[config.mk]
export PLATFORM = sky130hd
export DESIGN_NAME = pwm_time_base
export DESIGN_NICKNAME = d
export VERILOG_FILES = /design/src/pwm_tb_pkg.sv /design/src/event_select.sv /design/src/mod_clk_div.sv /design/src/pwm_time_base.sv
export SDC_FILE = /design/constraint.sdc
export NUM_CORES = 1
export LEC_CHECK = 0
export CORE_MARGIN = 5
export CORE_UTILIZATION = 55
export CTS_CLUSTER_SIZE = 16
export DETAILED_ROUTE_END_ITERATION = 16
export DONT_BUFFER_PORTS = 1
export GPL_ROUTABILITY_DRIVEN = 0
export HOLD_SLACK_MARGIN = 0.03
export PLACE_DENSITY = 0.7
export SKIP_CTS_REPAIR_TIMING = 1
export SLEW_MARGIN = 20
export SYNTH_ARGS = -nofsm -noshare
export SYNTH_HDL_FRONTEND = slang
export SYNTH_SLANG_ARGS = --single-unit
[constraint.sdc]
create_clock -name CORE_CLK -period 3.6 [get_ports CORE_CLK]
set_input_delay 0.36 -clock CORE_CLK [delete_from_list [all_inputs] [get_ports CORE_CLK]]
set_output_delay 0.36 -clock CORE_CLK [all_outputs]
set_load 0.05 [all_outputs]
[src/pwm_tb_pkg.sv]
/*
  Package of the PWM time base: register map, field positions,
  reset values, carrier structs and state types.
  Assumes a 32-bit APB with byte addresses on an 8-bit PADDR.
*/
package pwm_tb_pkg;

  ////////////////////////////////////////////////////////////////////
  // Widths
  localparam int ADDR_W = 8;
  localparam int DATA_W = 32;
  localparam int CNT_W  = 16;
  localparam int DIV_W  = 8;
  localparam int INT_W  = 3;

  ////////////////////////////////////////////////////////////////////
  // Register byte addresses
  localparam logic [ADDR_W-1:0] REG_CTRL    = 8'h00;
  localparam logic [ADDR_W-1:0] REG_CNT_LO  = 8'h04;
  localparam logic [ADDR_W-1:0] REG_CNT_HI  = 8'h08;
  localparam logic [ADDR_W-1:0] REG_PER_LO  = 8'h0C;
  localparam logic [ADDR_W-1:0] REG_PER_HI  = 8'h10;
  localparam logic [ADDR_W-1:0] REG_PH_LO   = 8'h14;
  localparam logic [ADDR_W-1:0] REG_PH_HI   = 8'h18;
  localparam logic [ADDR_W-1:0] REG_DUTY_LO = 8'h1C;
  localparam logic [ADDR_W-1:0] REG_DUTY_HI = 8'h20;
  localparam logic [ADDR_W-1:0] REG_INT_ST  = 8'h24;
  localparam logic [ADDR_W-1:0] REG_INT_MSK = 8'h28;
  localparam logic [ADDR_W-1:0] REG_CLKDIV  = 8'h2C;

  ////////////////////////////////////////////////////////////////////
  // Control and interrupt bit positions
  localparam int CTRL_EN       = 0;
  localparam int CTRL_LD       = 1;
  localparam int CTRL_SRC_PER  = 2;
  localparam int CTRL_SRC_RISE = 3;
  localparam int CTRL_SRC_FALL = 4;
  localparam int INT_OVF       = 0;
  localparam int INT_PER       = 1;
  localparam int INT_PH        = 2;

  ////////////////////////////////////////////////////////////////////
  // Counter bounds and reset values
  localparam logic [CNT_W-1:0] CNT_ZERO = 16'h0000;
  localparam logic [CNT_W-1:0] CNT_MAX  = 16'hFFFF;
  localparam logic [CNT_W-1:0] CNT_ONE  = 16'h0001;
  localparam logic [DIV_W-1:0] DIV_RST  = 8'h00;
  localparam logic [DATA_W-1:0] RD_ZERO = 32'h0000_0000;

  ////////////////////////////////////////////////////////////////////
  // Carriers
  typedef struct packed {
    logic [CNT_W-1:0] per;
    logic [CNT_W-1:0] ph;
    logic [CNT_W-1:0] duty;
  } timing_t;

  typedef struct packed {
    logic per;
    logic rise;
    logic fall;
  } evt_t;

  typedef struct packed {
    logic per_match;
    logic ph_match;
  } match_t;

  typedef enum logic [1:0] {
    APB_IDLE = 2'b01,
    APB_DONE = 2'b10
  } apb_st_t;

endpackage : pwm_tb_pkg

[src/event_select.sv]
/*
  Event selection: compares the counter with the active timing values
  and picks the time base or the external input for each event.
  Assumes the external event inputs are synchronous one-cycle pulses.
*/
`timescale 1ns/100ps
`default_nettype none

module event_select
  import pwm_tb_pkg::*;
(
  // Time base
  input  wire logic [CNT_W-1:0] cnt,
  input  wire timing_t          act,
  input  wire logic             tick,
  input  wire logic             en,
  // Source selection, one per event, high selects the input
  input  wire evt_t             src_ext,
  input  wire evt_t             ext_evt,
  // Results
  output var evt_t              evt,
  output var match_t            match
);

  function automatic logic hit(input logic [CNT_W-1:0] a,
                               input logic [CNT_W-1:0] b);
    hit = (a == b);
  endfunction : hit

  logic sync_per;
  logic sync_rise;
  logic sync_fall;

  always_comb begin
    sync_per  = en && tick && hit(cnt, act.per);
    sync_rise = en && tick && hit(cnt, act.ph);
    sync_fall = en && tick && hit(cnt, act.duty);
    match.per_match = sync_per;
    match.ph_match  = sync_rise;
    evt.per  = src_ext.per  ? (en && ext_evt.per)  : sync_per;
    evt.rise = src_ext.rise ? (en && ext_evt.rise) : sync_rise;
    evt.fall = src_ext.fall ? (en && ext_evt.fall) : sync_fall;
  end

endmodule : event_select

`default_nettype wire

[src/mod_clk_div.sv]
/*
  Modulator clock divider: one-cycle enable pulse every div+1 cycles.
  Assumes a single clock domain and an enable from the control logic.
*/
`timescale 1ns/100ps
`default_nettype none

module mod_clk_div
  import pwm_tb_pkg::*;
#(
  parameter int W = DIV_W
) (
  // Clock and reset
  input  wire logic         clk,
  input  wire logic         rst_n,
  // Control
  input  wire logic         en,
  input  wire logic [W-1:0] div,
  // Tick
  output logic              tick
);

  typedef struct packed {
    logic [W-1:0] cnt;
    logic         tick;
  } div_st_t;

  div_st_t q;
  div_st_t d;

  always_comb begin
    d = q;
    if (!en) begin
      // Held at zero so the first period starts cleanly on enable
      d.cnt  = '0;
      d.tick = 1'b0;
    end else if (q.cnt >= div) begin
      d.cnt  = '0;
      d.tick = 1'b1;
    end else begin
      d.cnt  = q.cnt + W'(1);
      d.tick = 1'b0;
    end
  end

  always_ff @(posedge clk or negedge rst_n) begin
    if (!rst_n) begin
      q <= '0;
    end else begin
      q <= d;
    end
  end

  assign tick = q.tick;

endmodule : mod_clk_div

`default_nettype wire

[src/pwm_time_base.sv]
/*
  PWM time base and event generator with APB register access,
  double-buffered period, phase and duty, and a level interrupt.
  Assumes an APB master on CORE_CLK and synchronous event inputs.
*/
`timescale 1ns/100ps
`default_nettype none

// Overview of operation
// - 16-bit counter counts up from zero by one per modulator tick.
// - Wrap from all ones without period event sets overflow flag.
// - Any period event, time base or external, clears the counter.
// - Clearing the module enable bit forces the counter to zero.
// - Counter equal to active period gives a period event.
// - Period match also sets the period match flag.
// - Period is buffered, copied to active at period event after load.
// - Buffered changes stay inactive until the period event after load.
// - Period, phase and duty become active together, never mixed.
// - Counter equal to active phase gives a rising edge event.
// - Phase match sets the phase match flag.
// - Phase is double buffered, moved at period event after load.
// - A period lasts the period value plus one modulator ticks.
// - Counter equal to active duty gives a falling edge event.
// - Each event comes from the time base or an external input.
// - Counter, period and phase are reached as low and high bytes.
module pwm_time_base
  import pwm_tb_pkg::*;
(
  // Clock and reset
  input  wire logic              CORE_CLK,
  input  wire logic              RESETN,
  // APB slave
  input  wire logic              PSEL,
  input  wire logic              PENABLE,
  input  wire logic              PWRITE,
  input  wire logic [ADDR_W-1:0] PADDR,
  input  wire logic [DATA_W-1:0] PWDATA,
  input  wire logic [3:0]        PSTRB,
  output logic      [DATA_W-1:0] PRDATA,
  output logic                   PREADY,
  output logic                   PSLVERR,
  // External event inputs
  input  wire logic              EXT_PERIOD,
  input  wire logic              EXT_RISE,
  input  wire logic              EXT_FALL,
  // Events and waveform
  output logic                   PERIOD_EVT,
  output logic                   RISE_EVT,
  output logic                   FALL_EVT,
  output logic                   PWM_OUT,
  // Interrupt
  output logic                   IRQ
);

  typedef struct packed {
    apb_st_t           apb;
    logic [DATA_W-1:0] rdata;
    logic              slverr;
    logic              en;
    logic              ld;
    evt_t              src;
    logic [DIV_W-1:0]  div;
    logic [CNT_W-1:0]  cnt;
    timing_t           bufv;
    timing_t           act;
    logic [INT_W-1:0]  stat;
    logic [INT_W-1:0]  mask;
    evt_t              evt_o;
    logic              pwm;
    logic              irq;
  } state_t;

  state_t q;
  state_t d;

  logic   tick;
  evt_t   evt;
  match_t match;
  evt_t   ext_in;
  logic   wr;
  logic   wr_lane;
  logic   ovf;
  logic [INT_W-1:0] set_int;
  logic [DATA_W-1:0] rd;
  logic   addr_ok;

  ////////////////////////////////////////////////////////////////////
  // Helpers

  function automatic logic [CNT_W-1:0] put_byte(
    input logic [CNT_W-1:0] old,
    input logic [7:0]       b,
    input logic             hi
  );
    put_byte = hi ? {b, old[7:0]} : {old[15:8], b};
  endfunction : put_byte

  function automatic logic [DATA_W-1:0] zx8(input logic [7:0] b);
    zx8 = {24'h00_0000, b};
  endfunction : zx8

  function automatic logic known(input logic [ADDR_W-1:0] a);
    case (a)
      REG_CTRL, REG_CNT_LO, REG_CNT_HI, REG_PER_LO, REG_PER_HI,
      REG_PH_LO, REG_PH_HI, REG_DUTY_LO, REG_DUTY_HI,
      REG_INT_ST, REG_INT_MSK, REG_CLKDIV: known = 1'b1;
      default: known = 1'b0;
    endcase
  endfunction : known

  ////////////////////////////////////////////////////////////////////
  // Submodules

  mod_clk_div #(
    .W (DIV_W)
  ) u_div (
    .clk   (CORE_CLK),
    .rst_n (RESETN),
    .en    (q.en),
    .div   (q.div),
    .tick  (tick)
  );

  assign ext_in = '{per: EXT_PERIOD, rise: EXT_RISE, fall: EXT_FALL};

  event_select u_evt (
    .cnt     (q.cnt),
    .act     (q.act),
    .tick    (tick),
    .en      (q.en),
    .src_ext (q.src),
    .ext_evt (ext_in),
    .evt     (evt),
    .match   (match)
  );

  ////////////////////////////////////////////////////////////////////
  // Read mux

  always_comb begin
    addr_ok = known(PADDR);
    rd      = RD_ZERO;
    case (PADDR)
      REG_CTRL: begin
        rd[CTRL_EN]       = q.en;
        rd[CTRL_LD]       = q.ld;
        rd[CTRL_SRC_PER]  = q.src.per;
        rd[CTRL_SRC_RISE] = q.src.rise;
        rd[CTRL_SRC_FALL] = q.src.fall;
      end
      REG_CNT_LO:  rd = zx8(q.cnt[7:0]);
      REG_CNT_HI:  rd = zx8(q.cnt[15:8]);
      REG_PER_LO:  rd = zx8(q.bufv.per[7:0]);
      REG_PER_HI:  rd = zx8(q.bufv.per[15:8]);
      REG_PH_LO:   rd = zx8(q.bufv.ph[7:0]);
      REG_PH_HI:   rd = zx8(q.bufv.ph[15:8]);
      REG_DUTY_LO: rd = zx8(q.bufv.duty[7:0]);
      REG_DUTY_HI: rd = zx8(q.bufv.duty[15:8]);
      REG_INT_ST:  rd[INT_W-1:0] = q.stat;
      REG_INT_MSK: rd[INT_W-1:0] = q.mask;
      REG_CLKDIV:  rd[DIV_W-1:0] = q.div;
      default:     rd = RD_ZERO;
    endcase
  end

  ////////////////////////////////////////////////////////////////////
  // Next state

  always_comb begin
    d = q;
    // Write lands at the edge where the master samples PREADY high
    wr      = (q.apb == APB_DONE) && PSEL && PENABLE && PWRITE;
    wr_lane = wr && PSTRB[0] && addr_ok;

    // APB handshake, one wait state on every access
    case (q.apb)
      APB_IDLE: begin
        if (PSEL && PENABLE) begin
          d.apb    = APB_DONE;
          d.rdata  = PWRITE ? RD_ZERO : rd;
          d.slverr = !addr_ok;
        end
      end
      APB_DONE: begin
        d.apb    = APB_IDLE;
        d.rdata  = RD_ZERO;
        d.slverr = 1'b0;
      end
      default: begin
        d.apb = APB_IDLE;
      end
    endcase

    ovf = q.en && tick && (q.cnt == CNT_MAX) && !evt.per;

    // Time base counter
    if (!q.en) begin
      d.cnt = CNT_ZERO;
    end else if (evt.per) begin
      d.cnt = CNT_ZERO;
    end else if (tick) begin
      d.cnt = q.cnt + CNT_ONE;
    end

    if (evt.per && q.ld) begin
      d.act = q.bufv;
      d.ld  = 1'b0;
    end

    // Event outputs and waveform
    d.evt_o = evt;
    d.pwm   = q.en && ((q.pwm || evt.rise) && !evt.fall);

    set_int          = '0;
    set_int[INT_OVF] = ovf;
    set_int[INT_PER] = match.per_match;
    set_int[INT_PH]  = match.ph_match;

    // Software writes
    if (wr_lane) begin
      case (PADDR)
        REG_CTRL: begin
          d.en       = PWDATA[CTRL_EN];
          // Load can only be set by software; setting wins over clear
          d.ld       = d.ld || PWDATA[CTRL_LD];
          d.src.per  = PWDATA[CTRL_SRC_PER];
          d.src.rise = PWDATA[CTRL_SRC_RISE];
          d.src.fall = PWDATA[CTRL_SRC_FALL];
        end
        REG_CNT_LO: begin
          if (q.en && !evt.per) d.cnt = put_byte(q.cnt, PWDATA[7:0], 1'b0);
        end
        REG_CNT_HI: begin
          if (q.en && !evt.per) d.cnt = put_byte(q.cnt, PWDATA[7:0], 1'b1);
        end
        REG_PER_LO:
          d.bufv.per = put_byte(q.bufv.per, PWDATA[7:0], 1'b0);
        REG_PER_HI:
          d.bufv.per = put_byte(q.bufv.per, PWDATA[7:0], 1'b1);
        REG_PH_LO:
          d.bufv.ph = put_byte(q.bufv.ph, PWDATA[7:0], 1'b0);
        REG_PH_HI:
          d.bufv.ph = put_byte(q.bufv.ph, PWDATA[7:0], 1'b1);
        REG_DUTY_LO:
          d.bufv.duty = put_byte(q.bufv.duty, PWDATA[7:0], 1'b0);
        REG_DUTY_HI:
          d.bufv.duty = put_byte(q.bufv.duty, PWDATA[7:0], 1'b1);
        REG_INT_ST:
          d.stat = q.stat & ~PWDATA[INT_W-1:0];
        REG_INT_MSK:
          d.mask = PWDATA[INT_W-1:0];
        REG_CLKDIV:
          d.div = PWDATA[DIV_W-1:0];
        default: begin
          d.div = q.div;
        end
      endcase
    end

    d.stat = d.stat | set_int;
    d.irq  = |(d.stat & d.mask);
  end

  ////////////////////////////////////////////////////////////////////
  // State register

  always_ff @(posedge CORE_CLK or negedge RESETN) begin
    if (!RESETN) begin
      q        <= '0;
      q.apb    <= APB_IDLE;
      q.div    <= DIV_RST;
      q.cnt    <= CNT_ZERO;
    end else begin
      q <= d;
    end
  end

  assign PRDATA     = q.rdata;
  assign PREADY     = q.apb[1];
  assign PSLVERR    = q.slverr;
  assign PERIOD_EVT = q.evt_o.per;
  assign RISE_EVT   = q.evt_o.rise;
  assign FALL_EVT   = q.evt_o.fall;
  assign PWM_OUT    = q.pwm;
  assign IRQ        = q.irq;
endmodule : pwm_time_base

`default_nettype wire

==> summary.txt <==
Detailed routing
  • Drt wl/cell: 24.5 um
  • Routed via count: approximately 6100
  • Final ANT Viol Nets: 0
  • Routed wire length: between 20000 and 25000 um
  • 1st-pass router iterations: 5
  • Drc violations: 0
  • Routed vias/inst: ~6.5
  • Iter 0 DRT Violations: roughly 720

Global routing
  • Vias in the first global route: 5963
  • Initial antenna violation count: 0
  • Pin count of the biggest net entering global routing: 157
  • Grt total ovfl: 0
  • Global Route Usage Sum: 0.265
  • First-pass GRT wire length: 35700 um

Synth
  • Synth warn: 0
  • Post-Syn Instances: 777
  • Largest cells by area after synthesis: dfrtp_1 (46%), mux2_2 (14%), xor2_1 (3.2%), nand2_1 (3.2%), buf_4 (3.1%)
  • Synth top area share: 0.464
  • Register area share after synthesis: 0.467
  • Yosys cell types: 63
  • Most used DFF post-synth: dfrtp_1
  • Ys async rst share: 1.00
  • Cell taking the most area after synthesis: dfrtp_1
  • Synthesized area per cell: around 11 um^2
  • Cell Area, Synth: about 8400 um^2
  • Flops & latches, synth: between 150 and 200
  • Number of flops mapped to enable cells by yosys: 0

Finish
  • Ant diodes: 0
  • Layout fillers: roughly 1200
  • Final #Nets: between 800 and 900
  • Biggest register: q
  • Layout cells sized above 1: 0.222
  • Synthesis-to-finish area growth: 6.76%
  • Largest register FFs: 132
  • Commonest cells after routing, fill and taps aside: dfrtp_1 (155), mux2_2 (105), nand2_1 (70), o21ai_0 (34), xor2_1 (31)
  • Leading cell type in the layout, fill and taps excluded: dfrtp_1

Power and ir drop
  • Design Power: about 3.7 mW
  • P per Cell Area: about 420 nW/um^2
  • Worst VDD drop: 0.000348 V
  • Leak pwr: between 4 and 5 nW

STA
  • Fin. max-slew vios: 0
  • Post-route clock period utilization: 0.844
  • Tightest Pin Transition: about 0.75 ns
  • Setup Viol. Count Final: 0
  • Final Skew: 0.00863 ns
  • Period minus WS final: a little over 3 ns
  • Max-slew headroom: 0.499
  • Final hold vios: 156
  • Setup_tns: 0 ns
  • Hold Slack: -0.372 ns
  • RSZ-0062 raised after global routing: no
  • Fmax: about 330 MHz

Place
  • DP HPWL: 15800 um
  • Buffers on Ports: 0

Clocking
  • Insertion delay to the later sink of the worst-skew pair: between 0.4 and 0.5 ns
  • CTS buffer count: 17
  • CTS tree: built
  • Clock Path Buffers: 2
  • Root Buffer Master: clkbuf_16
  • Clk pin slew, worst setup/hold paths: about 0.06 ns
  • CTS H-tree lvls: 4
  • Num Clock Sinks: approximately 160

Worst setup path
  • Critical path class: flop to flop
  • Critical path startpoint: PREADY$_DFFE_PN0P_
  • Critical Path RT: between 3 and 4 ns
  • Worst setup SP type: flop
  • Critical Path Fanout Max: 15
  • Critical Path Sink Type: flop
  • Critical path arrival: ~3.3 ns
  • FF-to-FF Start: PREADY$_DFFE_PN0P_

Floorplanning
  • FP Rows: 45
  • Die width: 133 um
  • Chip height: approximately 130 um
  • IO Pins: 91
  • Die area: ~18000 um^2
  • Core outline area: 15000 um^2
  • Initial Util: 0.556

Run
  • Max-Cap Viols: 0

Hold path
  • Hold Path Class: input pin to async pin

Run status
  • Outcome: finished, violations left
  • Failing checks: negative hold slack
-- final timing paths --
| check | to | slack [ns] | cells after the start |
|---|---|---|---|
| worst max-delay path | q[108]$_DFFE_PN0P_ | 0.56 | 6 |
| worst min-delay path | q[84]$_DFFE_PN0P_ | -0.37 | 0 |
| worst max register to register | q[108]$_DFFE_PN0P_ | 0.56 | 6 |
| worst min register to register | q[6]$_DFF_PN0_ | 0.52 | 1 |
| max in group asynchronous | q[169]$_DFFE_PN1P_ | 3.71 | 0 |
| min in group CORE_CLK | q[80]$_DFFE_PN0P_ | 0.06 | 2 |
-- metrics by stage --
step           instance area, um^2  setup slack (ns)  cells   util
2_1_floorplan                 8450              1.10    800      -
3_3_place_gp                  8320             0.702    914  0.553
3_5_place_dp                  8320             0.682    914  0.553
4_1_cts                       8930             0.634    945  0.594
5_1_grt                       8930             0.453    945  0.594
6_report                      8930             0.562    945  0.594
-- Yosys cell counts (7+ instances only) --
cell,count
nor2_1,29
a22oi_1,14
inv_1,13
dfrtp_1,155
buf_1,7
nand3_1,25
nand4_1,10
nor3_1,17
a21o_1,7
xor2_1,31
buf_2,8
nand2_1,71
xnor2_1,30
o21ai_0,34
ha_1,10
mux2_2,105
buf_4,35
a21oi_1,29
o22ai_1,7
nor4_1,10
and3_1,11
clkbuf_1,35
-- worst max-delay path, cell delays in order (launching register included) --
cell and delay [ns]:
dfrtp_1 0.69, nand4b_1 0.38, a2111o_1 0.68, a211oi_4 0.61, o21ai_0 0.23, a222oi_1 0.26, nor2_1 0.07
-- area by class of cell --
cell class | instances | area, um^2 | area share
multi-input cells | 546 | 4050 | 0.453
flip-flops and latches | 156 | 3910 | 0.437
clock buffers | 19 | 453 | 0.0507
well taps | 188 | 235 | 0.0263
clock inverters | 12 | 160 | 0.0179
repair buffers | 11 | 82.6 | 0.00925
inverters | 13 | 48.8 | 0.00546
-- routing by layer --
metal | part of all wire | global-route usage | vias to the layer above | routed length [um]
li1 | - | - | 2656 | -
met1 | 0.40 | 0.358 | 3070 | 9250
met2 | 0.47 | 0.415 | 328 | 10800
met3 | 0.090 | 0.0600 | 76 | 2070
met4 | 0.042 | 0.113 | 0 | 971
met5 | 0 | 0 | - | 0
-- logic make-up (layout without fill, tap and decap cells) --
kind of cell | Yosys count | after routing | share of synthesized area
AO/OA/AOI/OAI | 128 | 128 | 0.102
XOR/XNOR | 61 | 61 | 0.0639
adder cells (fa/ha/maj) | 10 | 10 | 0.0150
buffers and inverters | 98 | 55 | 0.0609
flip-flops | 156 | 156 | 0.467
multiplexers | 115 | 115 | 0.159
other | 1 | 24 | 0.000448
AND/OR/NAND/NOR | 208 | 208 | 0.131
-- report_power, final --
part / switching, mW / internal, mW
sequential: 0.0139 / 1.76
clock: 0.735 / 1.13
combinational: 0.0839 / 0.0180
total: 0.833 / 2.91
No activity file was read; power rests on OpenSTA's default activity.
